$ cat src/legacy_io_pkg.sv
`default_nettype none
package legacy_io_pkg;
    typedef enum logic [1:0] {MODE_NONE, MODE_SPEED, MODE_POSITION} compat_mode_t;

    typedef struct packed {
        logic       input_pin_eight;
        logic       input_pin_seven;
        logic       input_pin_six;
        logic       free_run;
        logic [2:0] data_select;
        logic       counter_clockwise_run;
        logic       clockwise_run;
    } term_in_t;

    typedef struct packed {
        logic run_cw;
        logic run_ccw;
        logic decel_stop;
        logic current_off;
        logic brake_release;
        logic brake_cmd;
        logic alarm_clear;
        logic servo_lock_hold;
    } motor_cmd_t;

    localparam logic [7:0] CTRL_OFS       = 8'h00;
    localparam logic [7:0] STATUS_OFS     = 8'h04;
    localparam logic [7:0] IRQ_STATUS_OFS = 8'h08;
    localparam logic [7:0] IRQ_MASK_OFS   = 8'h0C;
    localparam logic [7:0] ACCEL_OFS      = 8'h10;
    localparam logic [7:0] TORQUE_OFS     = 8'h14;
    localparam logic [2:0] SPEED_BLOCK    = 3'h1;

    localparam int CTRL_HOLD_BIT    = 0;
    localparam int CTRL_TLM_BIT     = 1;
    localparam int CTRL_ANALOG_BIT  = 2;
    localparam int CTRL_OUTPUT_PIN_TWO_LSB    = 4;

    localparam int IRQ_ALARM_BIT    = 0;
    localparam int IRQ_START_BIT    = 1;
    localparam int IRQ_STOP_BIT     = 2;
    localparam int IRQ_CONFLICT_BIT = 3;

    localparam logic [5:0]  CTRL_RESET   = 6'h00;
    localparam logic [15:0] ACCEL_RESET  = 16'h000A;
    localparam logic [15:0] TORQUE_RESET = 16'h0064;
    localparam logic [15:0] SPEED_RESET  = 16'h0000;

    localparam logic [15:0] ANA_SPEED_MIN = 16'h001E;
    localparam logic [15:0] ANA_SPEED_MAX = 16'h0BB8;
    localparam logic [15:0] DIG_SPEED_MAX = 16'h0FA0;
    localparam logic [15:0] ANA_ACCEL_MIN = 16'h0001;
    localparam logic [15:0] ANA_ACCEL_MAX = 16'h0096;
    localparam logic [15:0] DIG_ACCEL_MAX = 16'h012C;
    localparam logic [15:0] TORQUE_MAX    = 16'h00FA;

    localparam logic [1:0] SETTLE_CYCLES = 2'h2;

    function automatic logic [15:0] clamp_top(input logic [15:0] v, input logic [15:0] hi);
        clamp_top = (v > hi) ? hi : v;
    endfunction
endpackage
`default_nettype wire

$ cat src/pin_sync.sv
`default_nettype none
module pin_sync #(
    parameter int WIDTH = 13
) (
    input  wire logic             i_core_clk,
    input  wire logic             i_rstn,
    input  wire logic [WIDTH-1:0] i_async,
    output logic      [WIDTH-1:0] o_sync
);
    logic [WIDTH-1:0] meta_reg;
    logic [WIDTH-1:0] sync_reg;

    // first stage feeds only the second stage
    always_ff @(posedge i_core_clk or negedge i_rstn) begin
        if (!i_rstn) begin
            meta_reg <= '0;
            sync_reg <= '0;
        end else begin
            meta_reg <= i_async;
            sync_reg <= meta_reg;
        end
    end

    assign o_sync = sync_reg;
endmodule
`default_nettype wire

$ cat src/compat_mode_latch.sv
`default_nettype none
module compat_mode_latch (
    input  wire logic                        i_core_clk,
    input  wire logic                        i_rstn,
    input  wire logic                        i_config_switch_one,
    input  wire logic                        i_config_switch_two,
    input  wire logic                        i_config_switch_four,
    output var  legacy_io_pkg::compat_mode_t o_mode,
    output logic                             o_mode_valid
);
    logic [1:0]                  cnt_reg;
    logic                        valid_reg;
    legacy_io_pkg::compat_mode_t mode_reg;
    legacy_io_pkg::compat_mode_t mode_next;
    logic [2:0]                  sw_sync;

    // switches are pins; the settle count covers these two stages
    pin_sync #(.WIDTH(3)) u_sw_sync (
        .i_core_clk (i_core_clk),
        .i_rstn     (i_rstn),
        .i_async    ({i_config_switch_four, i_config_switch_two, i_config_switch_one}),
        .o_sync     (sw_sync)
    );

    wire both_on = sw_sync[1] & sw_sync[2];
    wire take    = !valid_reg && (cnt_reg == legacy_io_pkg::SETTLE_CYCLES);

    always_comb begin
        if (!sw_sync[0] && both_on) begin
            mode_next = legacy_io_pkg::MODE_SPEED;
        end else if (sw_sync[0] && both_on) begin
            mode_next = legacy_io_pkg::MODE_POSITION;
        end else begin
            mode_next = legacy_io_pkg::MODE_NONE;
        end
    end

    // switches are caught once after reset; later changes wait for power cycle
    always_ff @(posedge i_core_clk or negedge i_rstn) begin
        if (!i_rstn) begin
            cnt_reg   <= 2'h0;
            valid_reg <= 1'b0;
            mode_reg  <= legacy_io_pkg::MODE_NONE;
        end else begin
            if (!valid_reg && !take) begin
                cnt_reg <= cnt_reg + 2'h1;
            end
            if (take) begin
                valid_reg <= 1'b1;
                mode_reg  <= mode_next;
            end
        end
    end

    assign o_mode       = mode_reg;
    assign o_mode_valid = valid_reg;
endmodule
`default_nettype wire

$ cat src/legacy_compat_io_mode.sv
// Functional notes
// - mode switches read only at power-up
// - switch one off, two and four on: speed
// - switches one, two, four on: position
// - stop holding 0 free, 1 servo lock
// - analog speed 0 or 30-3000, digital 0-4000
// - accel analog 0.1-15 s, digital 0-30 s
// - torque limit 0 to 250 percent
// - three analog terminals form speed input
// - pin six brake, alarm clear when protected
// - output one busy, alarm code when protected
// - parameter swaps busy for torque-limit flag
// - pins zero-six, outputs zero-one fixed function
// - select bits binary, bit two most significant
// - both run inputs: decelerate to stop
// - free cuts current, releases brake
`default_nettype none
module legacy_compat_io_mode (
    input  wire logic        i_core_clk,
    input  wire logic        i_rstn,
    input  wire logic [7:0]  i_avs_address,
    input  wire logic        i_avs_read,
    input  wire logic        i_avs_write,
    input  wire logic [31:0] i_avs_writedata,
    input  wire logic [3:0]  i_avs_byteenable,
    output logic [31:0]      o_avs_readdata,
    output logic             o_avs_waitrequest,
    output logic             o_irq,
    input  wire logic        i_config_switch_one,
    input  wire logic        i_config_switch_two,
    input  wire logic        i_config_switch_four,
    input  wire logic [8:0]  i_input_pins,
    input  wire logic        i_protect_active,
    input  wire logic [15:0] i_analog_speed,
    input  wire logic [15:0] i_analog_accel,
    input  wire logic        i_busy,
    input  wire logic        i_torque_limit_flag,
    input  wire logic        i_alarm_code_pulse,
    input  wire logic        i_encoder_phase_a,
    input  wire logic        i_encoder_phase_b,
    output logic             o_output_pin_zero,
    output logic             o_output_pin_one,
    output logic             o_output_pin_two,
    output logic             o_encoder_phase_a,
    output logic             o_encoder_phase_b,
    output var legacy_io_pkg::motor_cmd_t o_motor_cmd,
    output logic [2:0]       o_data_number,
    output logic [15:0]      o_speed_cmd,
    output logic [15:0]      o_accel_time,
    output logic [15:0]      o_torque_limit,
    output var legacy_io_pkg::compat_mode_t o_mode
);
    logic [12:0]                 synced;
    legacy_io_pkg::term_in_t     pins;
    legacy_io_pkg::compat_mode_t mode;
    logic                        mode_valid;

    // protect and encoder pins cross in through the same two stages
    pin_sync #(.WIDTH(13)) u_sync (
        .i_core_clk (i_core_clk),
        .i_rstn     (i_rstn),
        .i_async    ({i_encoder_phase_b, i_encoder_phase_a, i_protect_active, i_input_pins}),
        .o_sync     (synced)
    );

    compat_mode_latch u_latch (
        .i_core_clk           (i_core_clk),
        .i_rstn               (i_rstn),
        .i_config_switch_one  (i_config_switch_one),
        .i_config_switch_two  (i_config_switch_two),
        .i_config_switch_four (i_config_switch_four),
        .o_mode               (mode),
        .o_mode_valid         (mode_valid)
    );

    wire protect = synced[9];
    assign pins = legacy_io_pkg::term_in_t'(synced[8:0]);

    // register file
    logic [5:0]  ctrl_reg;
    logic [3:0]  irq_status_reg;
    logic [3:0]  irq_mask_reg;
    logic [15:0] accel_reg;
    logic [15:0] torque_reg;
    logic [15:0] speed_mem [8];
    logic        done_reg;
    logic [31:0] rdata_reg;

    wire        access     = i_avs_read | i_avs_write;
    wire        wr_fire    = i_avs_write & done_reg;
    wire        rd_fire    = i_avs_read & done_reg;
    wire [31:0] be_mask    = {{8{i_avs_byteenable[3]}}, {8{i_avs_byteenable[2]}},
                              {8{i_avs_byteenable[1]}}, {8{i_avs_byteenable[0]}}};
    wire        hit_ctrl   = i_avs_address == legacy_io_pkg::CTRL_OFS;
    wire        hit_status = i_avs_address == legacy_io_pkg::STATUS_OFS;
    wire        hit_irq    = i_avs_address == legacy_io_pkg::IRQ_STATUS_OFS;
    wire        hit_mask   = i_avs_address == legacy_io_pkg::IRQ_MASK_OFS;
    wire        hit_accel  = i_avs_address == legacy_io_pkg::ACCEL_OFS;
    wire        hit_torque = i_avs_address == legacy_io_pkg::TORQUE_OFS;
    wire        hit_speed  = i_avs_address[7:5] == legacy_io_pkg::SPEED_BLOCK;
    wire [2:0]  speed_idx  = i_avs_address[4:2];

    function automatic logic [31:0] merge(input logic [31:0] old_v, input logic [31:0] m,
                                          input logic [31:0] wd);
        merge = (old_v & ~m) | (wd & m);
    endfunction

    wire [31:0] ctrl_wr   = merge({26'h0, ctrl_reg}, be_mask, i_avs_writedata);
    wire [31:0] mask_wr   = merge({28'h0, irq_mask_reg}, be_mask, i_avs_writedata);
    wire [31:0] accel_wr  = merge({16'h0, accel_reg}, be_mask, i_avs_writedata);
    wire [31:0] torque_wr = merge({16'h0, torque_reg}, be_mask, i_avs_writedata);
    wire [31:0] speed_wr  = merge({16'h0, speed_mem[speed_idx]}, be_mask, i_avs_writedata);

    // out-of-range settings saturate at the top of their range
    wire [15:0] accel_clip  = legacy_io_pkg::clamp_top(accel_wr[15:0],
                                                       legacy_io_pkg::DIG_ACCEL_MAX);
    wire [15:0] torque_clip = legacy_io_pkg::clamp_top(torque_wr[15:0],
                                                       legacy_io_pkg::TORQUE_MAX);
    wire [15:0] speed_clip  = legacy_io_pkg::clamp_top(speed_wr[15:0],
                                                       legacy_io_pkg::DIG_SPEED_MAX);

    // control decoding
    wire speed_mode = mode_valid && (mode == legacy_io_pkg::MODE_SPEED);
    wire both_dir   = pins.clockwise_run & pins.counter_clockwise_run;
    wire run_cw     = speed_mode & pins.clockwise_run & ~pins.counter_clockwise_run;
    wire run_ccw    = speed_mode & pins.counter_clockwise_run & ~pins.clockwise_run;
    wire free_cmd   = speed_mode & pins.free_run;
    wire running    = (run_cw | run_ccw) & ~free_cmd & ~protect;
    wire [2:0] dnum = pins.data_select;
    wire use_analog = ctrl_reg[legacy_io_pkg::CTRL_ANALOG_BIT] && (dnum == 3'h1);

    wire [15:0] ana_speed = (i_analog_speed < legacy_io_pkg::ANA_SPEED_MIN) ? 16'h0000 :
        legacy_io_pkg::clamp_top(i_analog_speed, legacy_io_pkg::ANA_SPEED_MAX);
    wire [15:0] ana_accel = (i_analog_accel < legacy_io_pkg::ANA_ACCEL_MIN) ?
        legacy_io_pkg::ANA_ACCEL_MIN :
        legacy_io_pkg::clamp_top(i_analog_accel, legacy_io_pkg::ANA_ACCEL_MAX);
    wire [15:0] speed_sel = use_analog ? ana_speed : speed_mem[dnum];
    wire [15:0] accel_sel = use_analog ? ana_accel : accel_reg;

    wire [1:0] output_pin_two_sel = ctrl_reg[legacy_io_pkg::CTRL_OUTPUT_PIN_TWO_LSB +: 2];
    wire output_pin_two_src = (output_pin_two_sel == 2'h1) ? i_busy :
                    (output_pin_two_sel == 2'h2) ? i_torque_limit_flag :
                    (output_pin_two_sel == 2'h3) ? running : 1'b0;
    wire busy_src = ctrl_reg[legacy_io_pkg::CTRL_TLM_BIT] ? i_torque_limit_flag : i_busy;
    wire output_pin_one_src = protect ? i_alarm_code_pulse : busy_src;

    // events
    logic protect_d_reg;
    logic running_d_reg;
    logic both_d_reg;
    wire [3:0] irq_event;
    assign irq_event[legacy_io_pkg::IRQ_ALARM_BIT]    = protect & ~protect_d_reg;
    assign irq_event[legacy_io_pkg::IRQ_START_BIT]    = running & ~running_d_reg;
    assign irq_event[legacy_io_pkg::IRQ_STOP_BIT]     = ~running & running_d_reg;
    assign irq_event[legacy_io_pkg::IRQ_CONFLICT_BIT] = speed_mode & both_dir & ~both_d_reg;
    // clear only what the read reported, so a bit set after capture is kept
    wire [3:0] irq_clear = (rd_fire && hit_irq) ? rdata_reg[3:0] : 4'h0;

    wire [31:0] status_word = {23'h0, pins.input_pin_eight, pins.input_pin_seven, dnum,
                               running, protect, mode};
    wire [31:0] rd_mux = hit_ctrl   ? {26'h0, ctrl_reg} :
                         hit_status ? status_word :
                         hit_irq    ? {28'h0, irq_status_reg} :
                         hit_mask   ? {28'h0, irq_mask_reg} :
                         hit_accel  ? {16'h0, accel_reg} :
                         hit_torque ? {16'h0, torque_reg} :
                         hit_speed  ? {16'h0, speed_mem[speed_idx]} : 32'h0000_0000;

    // one wait cycle per access; read data captured before the answer edge
    assign o_avs_waitrequest = access & ~done_reg;
    assign o_avs_readdata    = rdata_reg;
    assign o_irq             = |(irq_status_reg & irq_mask_reg);
    assign o_mode            = mode;

    always_ff @(posedge i_core_clk or negedge i_rstn) begin
        if (!i_rstn) begin
            done_reg  <= 1'b0;
            rdata_reg <= 32'h0000_0000;
        end else begin
            done_reg <= access & ~done_reg;
            if (i_avs_read && !done_reg) begin
                rdata_reg <= rd_mux;
            end
        end
    end

    always_ff @(posedge i_core_clk or negedge i_rstn) begin
        if (!i_rstn) begin
            ctrl_reg     <= legacy_io_pkg::CTRL_RESET;
            irq_mask_reg <= 4'h0;
            accel_reg    <= legacy_io_pkg::ACCEL_RESET;
            torque_reg   <= legacy_io_pkg::TORQUE_RESET;
        end else if (wr_fire) begin
            if (hit_ctrl) begin
                ctrl_reg <= ctrl_wr[5:0];
            end
            if (hit_mask) begin
                irq_mask_reg <= mask_wr[3:0];
            end
            if (hit_accel) begin
                accel_reg <= accel_clip;
            end
            if (hit_torque) begin
                torque_reg <= torque_clip;
            end
        end
    end

    always_ff @(posedge i_core_clk or negedge i_rstn) begin
        if (!i_rstn) begin
            for (int i = 0; i < 8; i++) begin
                speed_mem[i] <= legacy_io_pkg::SPEED_RESET;
            end
        end else if (wr_fire && hit_speed) begin
            speed_mem[speed_idx] <= speed_clip;
        end
    end

    // a new event in the clearing read's cycle survives
    always_ff @(posedge i_core_clk or negedge i_rstn) begin
        if (!i_rstn) begin
            irq_status_reg <= 4'h0;
            protect_d_reg  <= 1'b0;
            running_d_reg  <= 1'b0;
            both_d_reg     <= 1'b0;
        end else begin
            irq_status_reg <= (irq_status_reg & ~irq_clear) | irq_event;
            protect_d_reg  <= protect;
            running_d_reg  <= running;
            both_d_reg     <= speed_mode & both_dir;
        end
    end

    // terminal outputs and motor commands come from flip-flops
    always_ff @(posedge i_core_clk or negedge i_rstn) begin
        if (!i_rstn) begin
            o_output_pin_zero <= 1'b0;
            o_output_pin_one  <= 1'b0;
            o_output_pin_two  <= 1'b0;
            o_encoder_phase_a <= 1'b0;
            o_encoder_phase_b <= 1'b0;
            o_motor_cmd       <= '0;
            o_data_number     <= 3'h0;
            o_speed_cmd       <= 16'h0000;
            o_accel_time      <= 16'h0000;
            o_torque_limit    <= 16'h0000;
        end else begin
            o_output_pin_zero           <= protect;
            o_output_pin_one            <= output_pin_one_src;
            o_output_pin_two            <= output_pin_two_src;
            o_encoder_phase_a           <= synced[10];
            o_encoder_phase_b           <= synced[11];
            o_motor_cmd.run_cw          <= run_cw & running;
            o_motor_cmd.run_ccw         <= run_ccw & running;
            o_motor_cmd.decel_stop      <= speed_mode & both_dir;
            o_motor_cmd.current_off     <= free_cmd;
            o_motor_cmd.brake_release   <= free_cmd;
            o_motor_cmd.brake_cmd       <= speed_mode & pins.input_pin_six & ~protect;
            o_motor_cmd.alarm_clear     <= pins.input_pin_six & protect;
            o_motor_cmd.servo_lock_hold <= speed_mode & ~running & ~free_cmd
                                           & ctrl_reg[legacy_io_pkg::CTRL_HOLD_BIT];
            o_data_number               <= dnum;
            o_speed_cmd                 <= speed_sel;
            o_accel_time                <= accel_sel;
            o_torque_limit              <= torque_reg;
        end
    end
endmodule
`default_nettype wire

$ cat config.mk
export PLATFORM = sky130hd
export DESIGN_NAME = legacy_compat_io_mode
export DESIGN_NICKNAME = d
export VERILOG_FILES = /design/src/legacy_io_pkg.sv /design/src/pin_sync.sv /design/src/compat_mode_latch.sv /design/src/legacy_compat_io_mode.sv
export SDC_FILE = /design/constraint.sdc
export NUM_CORES = 1
export LEC_CHECK = 0
export BUFFER_PORTS_ARGS = -buffer_cell sky130_fd_sc_hd__buf_2
export CAP_MARGIN = 30
export CORE_MARGIN = 2
export CORE_UTILIZATION = 59
export CTS_BUF_LIST = sky130_fd_sc_hd__clkbuf_4 sky130_fd_sc_hd__clkbuf_8
export CTS_CLUSTER_SIZE = 24
export DETAILED_ROUTE_END_ITERATION = 10
export PLACE_DENSITY = 0.82
export SLEW_MARGIN = 20
export SYNTH_ARGS = -nofsm -noshare
export SYNTH_HDL_FRONTEND = slang
export SYNTH_HIERARCHICAL = 1
export SYNTH_SLANG_ARGS = --single-unit
$ cat constraint.sdc
create_clock -name i_core_clk -period 2.5 [get_ports i_core_clk]
set_input_delay 0 -clock i_core_clk [delete_from_list [all_inputs] [get_ports i_core_clk]]
set_output_delay 0 -clock i_core_clk [all_outputs]
set_load 0.03 [all_outputs]
==> metrics.csv <==
metric;value;unit
CTS sink count;290;
setup TNS;0;ns
internal reg-to-reg setup slack;0.10;ns
total grt overflow;0;
CTS tree;done;
Fin Hold WS;0.0413;ns
via count;11100;
routed vias/inst;6.45;
Syn Inst Count;1136;
multi-input logic area;0.00555;mm^2
first-pass GRT wire length;61.1;mm
Die Area;0.0237;mm^2
Slew Limit Headroom;47.0;%
vias in the first global route;11100;
Setup CP Type;flip-flop to flip-flop;
final core utilization;74.6;%
crit end category;flip-flop;
Syn Area/Cell;11.7;um^2
WHS Endpoint;o_avs_readdata[0]$_DFFE_PN0P_;
setup slack after layout;0.101;ns
Hold Vio Cnt, Final;0;
Leakage;0.00785;uW
initial antenna violation count;3;
period utilization;95.9;%
WL per Instance;22.9;um
CTS Buf Count;45;
Clock Tree Root;clkbuf_8;
Top-Level Pins;198;
fill cell count;1350;
final WL;39.5;mm
pwr dens;652;mW/mm^2
Core Area;0.0220;mm^2
Area Overhead vs Synth;23.4;%
Final Skew;0.00870;ns
Die Wd;154;um
largest net degree at the start of global routing;92;
crit-path max FO;48;
drt first-iter violations;1398;
Worst R2R Start;speed_mem[124]$_DFFE_PN0P_;
max cap viols;0;
max reg flops;128;
Clock transition at path regs;0.06;ns
R2R depth;6;
later-pin clock latency in the skew report;0.56;ns
HP Class;input port to flip-flop;
fin crit period;2.40;ns
Detail Route Antenna Nets;0;
number of remaining DRC errors;0;
Bufs on Longest Clock Path;3;
row cnt;54;
first drt pass iteration count;6;
Hold Path Stages;5;
FF+latch area;0.00726;mm^2
Initial Util;60.5;%
Reg with most FFs;speed_mem;
chip height;154;um
postcts setup bufs;0;
outcome;complete, no violations;
cell area after synthesis;0.0133;mm^2
Final Max Slew Viols;0;
WP data arrival;2.83;ns
FF-to-FF End;speed_mem[6]$_DFFE_PN0P_;
Placer Congestion;0.930;
pre-CTS WS;-0.109;ns
H-tree Lvls;2;
synth warn;6;
Worst EP required;2.93;ns
# nets final;1508;
Worst VDD drop;389;uV
HPWL after DPL;25.6;mm
PortBufs;163;
fmax;417;MHz
Hold Startpoint;i_avs_address[0];
final setup fails;0;
Worst Tran Pin Value;0.794;ns
critical path startpoint category;flip-flop;
Power Total;10700;uW
share of cells above drive strength 1;28.0;%
GR Util All Layers;33.1;%
[worst max path at each step]
stage	start	to	slack (ns)
after floorplan	speed_mem[5]$_DFFE_PN0P_	speed_mem[100]$_DFFE_PN0P_	0.29
after global placement	i_avs_address[2]	speed_mem[1]$_DFFE_PN0P_	-0.03
after detailed placement	i_avs_address[2]	speed_mem[65]$_DFFE_PN0P_	-0.11
after CTS	speed_mem[0]$_DFFE_PN0P_	speed_mem[65]$_DFFE_PN0P_	0.02
after global routing	speed_mem[15]$_DFFE_PN0P_	speed_mem[68]$_DFFE_PN0P_	-0.007
final	speed_mem[124]$_DFFE_PN0P_	speed_mem[6]$_DFFE_PN0P_	0.10
[power by group]
group,internal [uW],switching (uW),leakage (uW)
combinational,517,769,0.00346
sequential,4910,168,0.00386
clock,2430,1880,0.000531
total,7860,2820,0.00785
[repair_timing]
action                                  4_1_cts  5_1_grt
hold endpoints to repair                    240        0
resized for setup                             0        7
endpoints found under the setup margin        0       51
hold buffers                                 66        0
[routing by layer]
metal,global-route usage [%],wire length (um),up-vias
met2,52.9,18700,767
met3,8.68,4160,161
met1,43.0,14800,5497
li1,-,-,4700
met5,0,27,-
met4,14.6,1890,4
[final cells by class]
type,instances,area share (%)
clock inverters,19,1.11
flip-flops and latches,290,44.4
clock buffers,64,4.96
inverters,14,0.321
repair buffers,306,13.2
diodes,1,0.0153
multi-input cells,752,33.9
well taps,280,2.14
[worst max-delay path: stages, from the launching register on]
cell	delay [ns]
dfrtp_1	0.40
mux4_2	0.48
mux2i_2	0.26
nand4_1	0.22
o21a_1	0.26
buf_12	0.20
o41ai_1	0.43
[placed cells by master (no fill, tap or decap), types with 7 or more instances in the layout]
cell           count
a21oi_1           11
a22o_1            15
and2_1            45
buf_12             8
buf_2            161
buf_4             70
clkbuf_4          11
clkbuf_8          53
clkinv_2          13
conb_1            16
dfrtp_1          284
dlygate4sd3_1     66
inv_1             13
mux2_1            13
mux2_2            10
mux2i_1           61
mux4_2            46
nand2_1          156
nand3_1           16
nand4_1            9
nor2_1            49
nor2b_1           24
nor3_1             8
nor4_1            12
o21ai_0           36
o21ai_1           48
o22a_1            20
o22ai_1           18
o2bb2ai_1          7
o31ai_1            7
o41ai_1           45
[per-stage QoR]
step / std cells / cell area [um^2]
2_1_floorplan: 1151 / 13300
3_3_place_gp: 1576 / 14700
3_5_place_dp: 1576 / 14700
4_1_cts: 1725 / 16300
5_1_grt: 1726 / 16400
6_report: 1726 / 16400
Note: power is estimated with default switching activity, not from simulation.
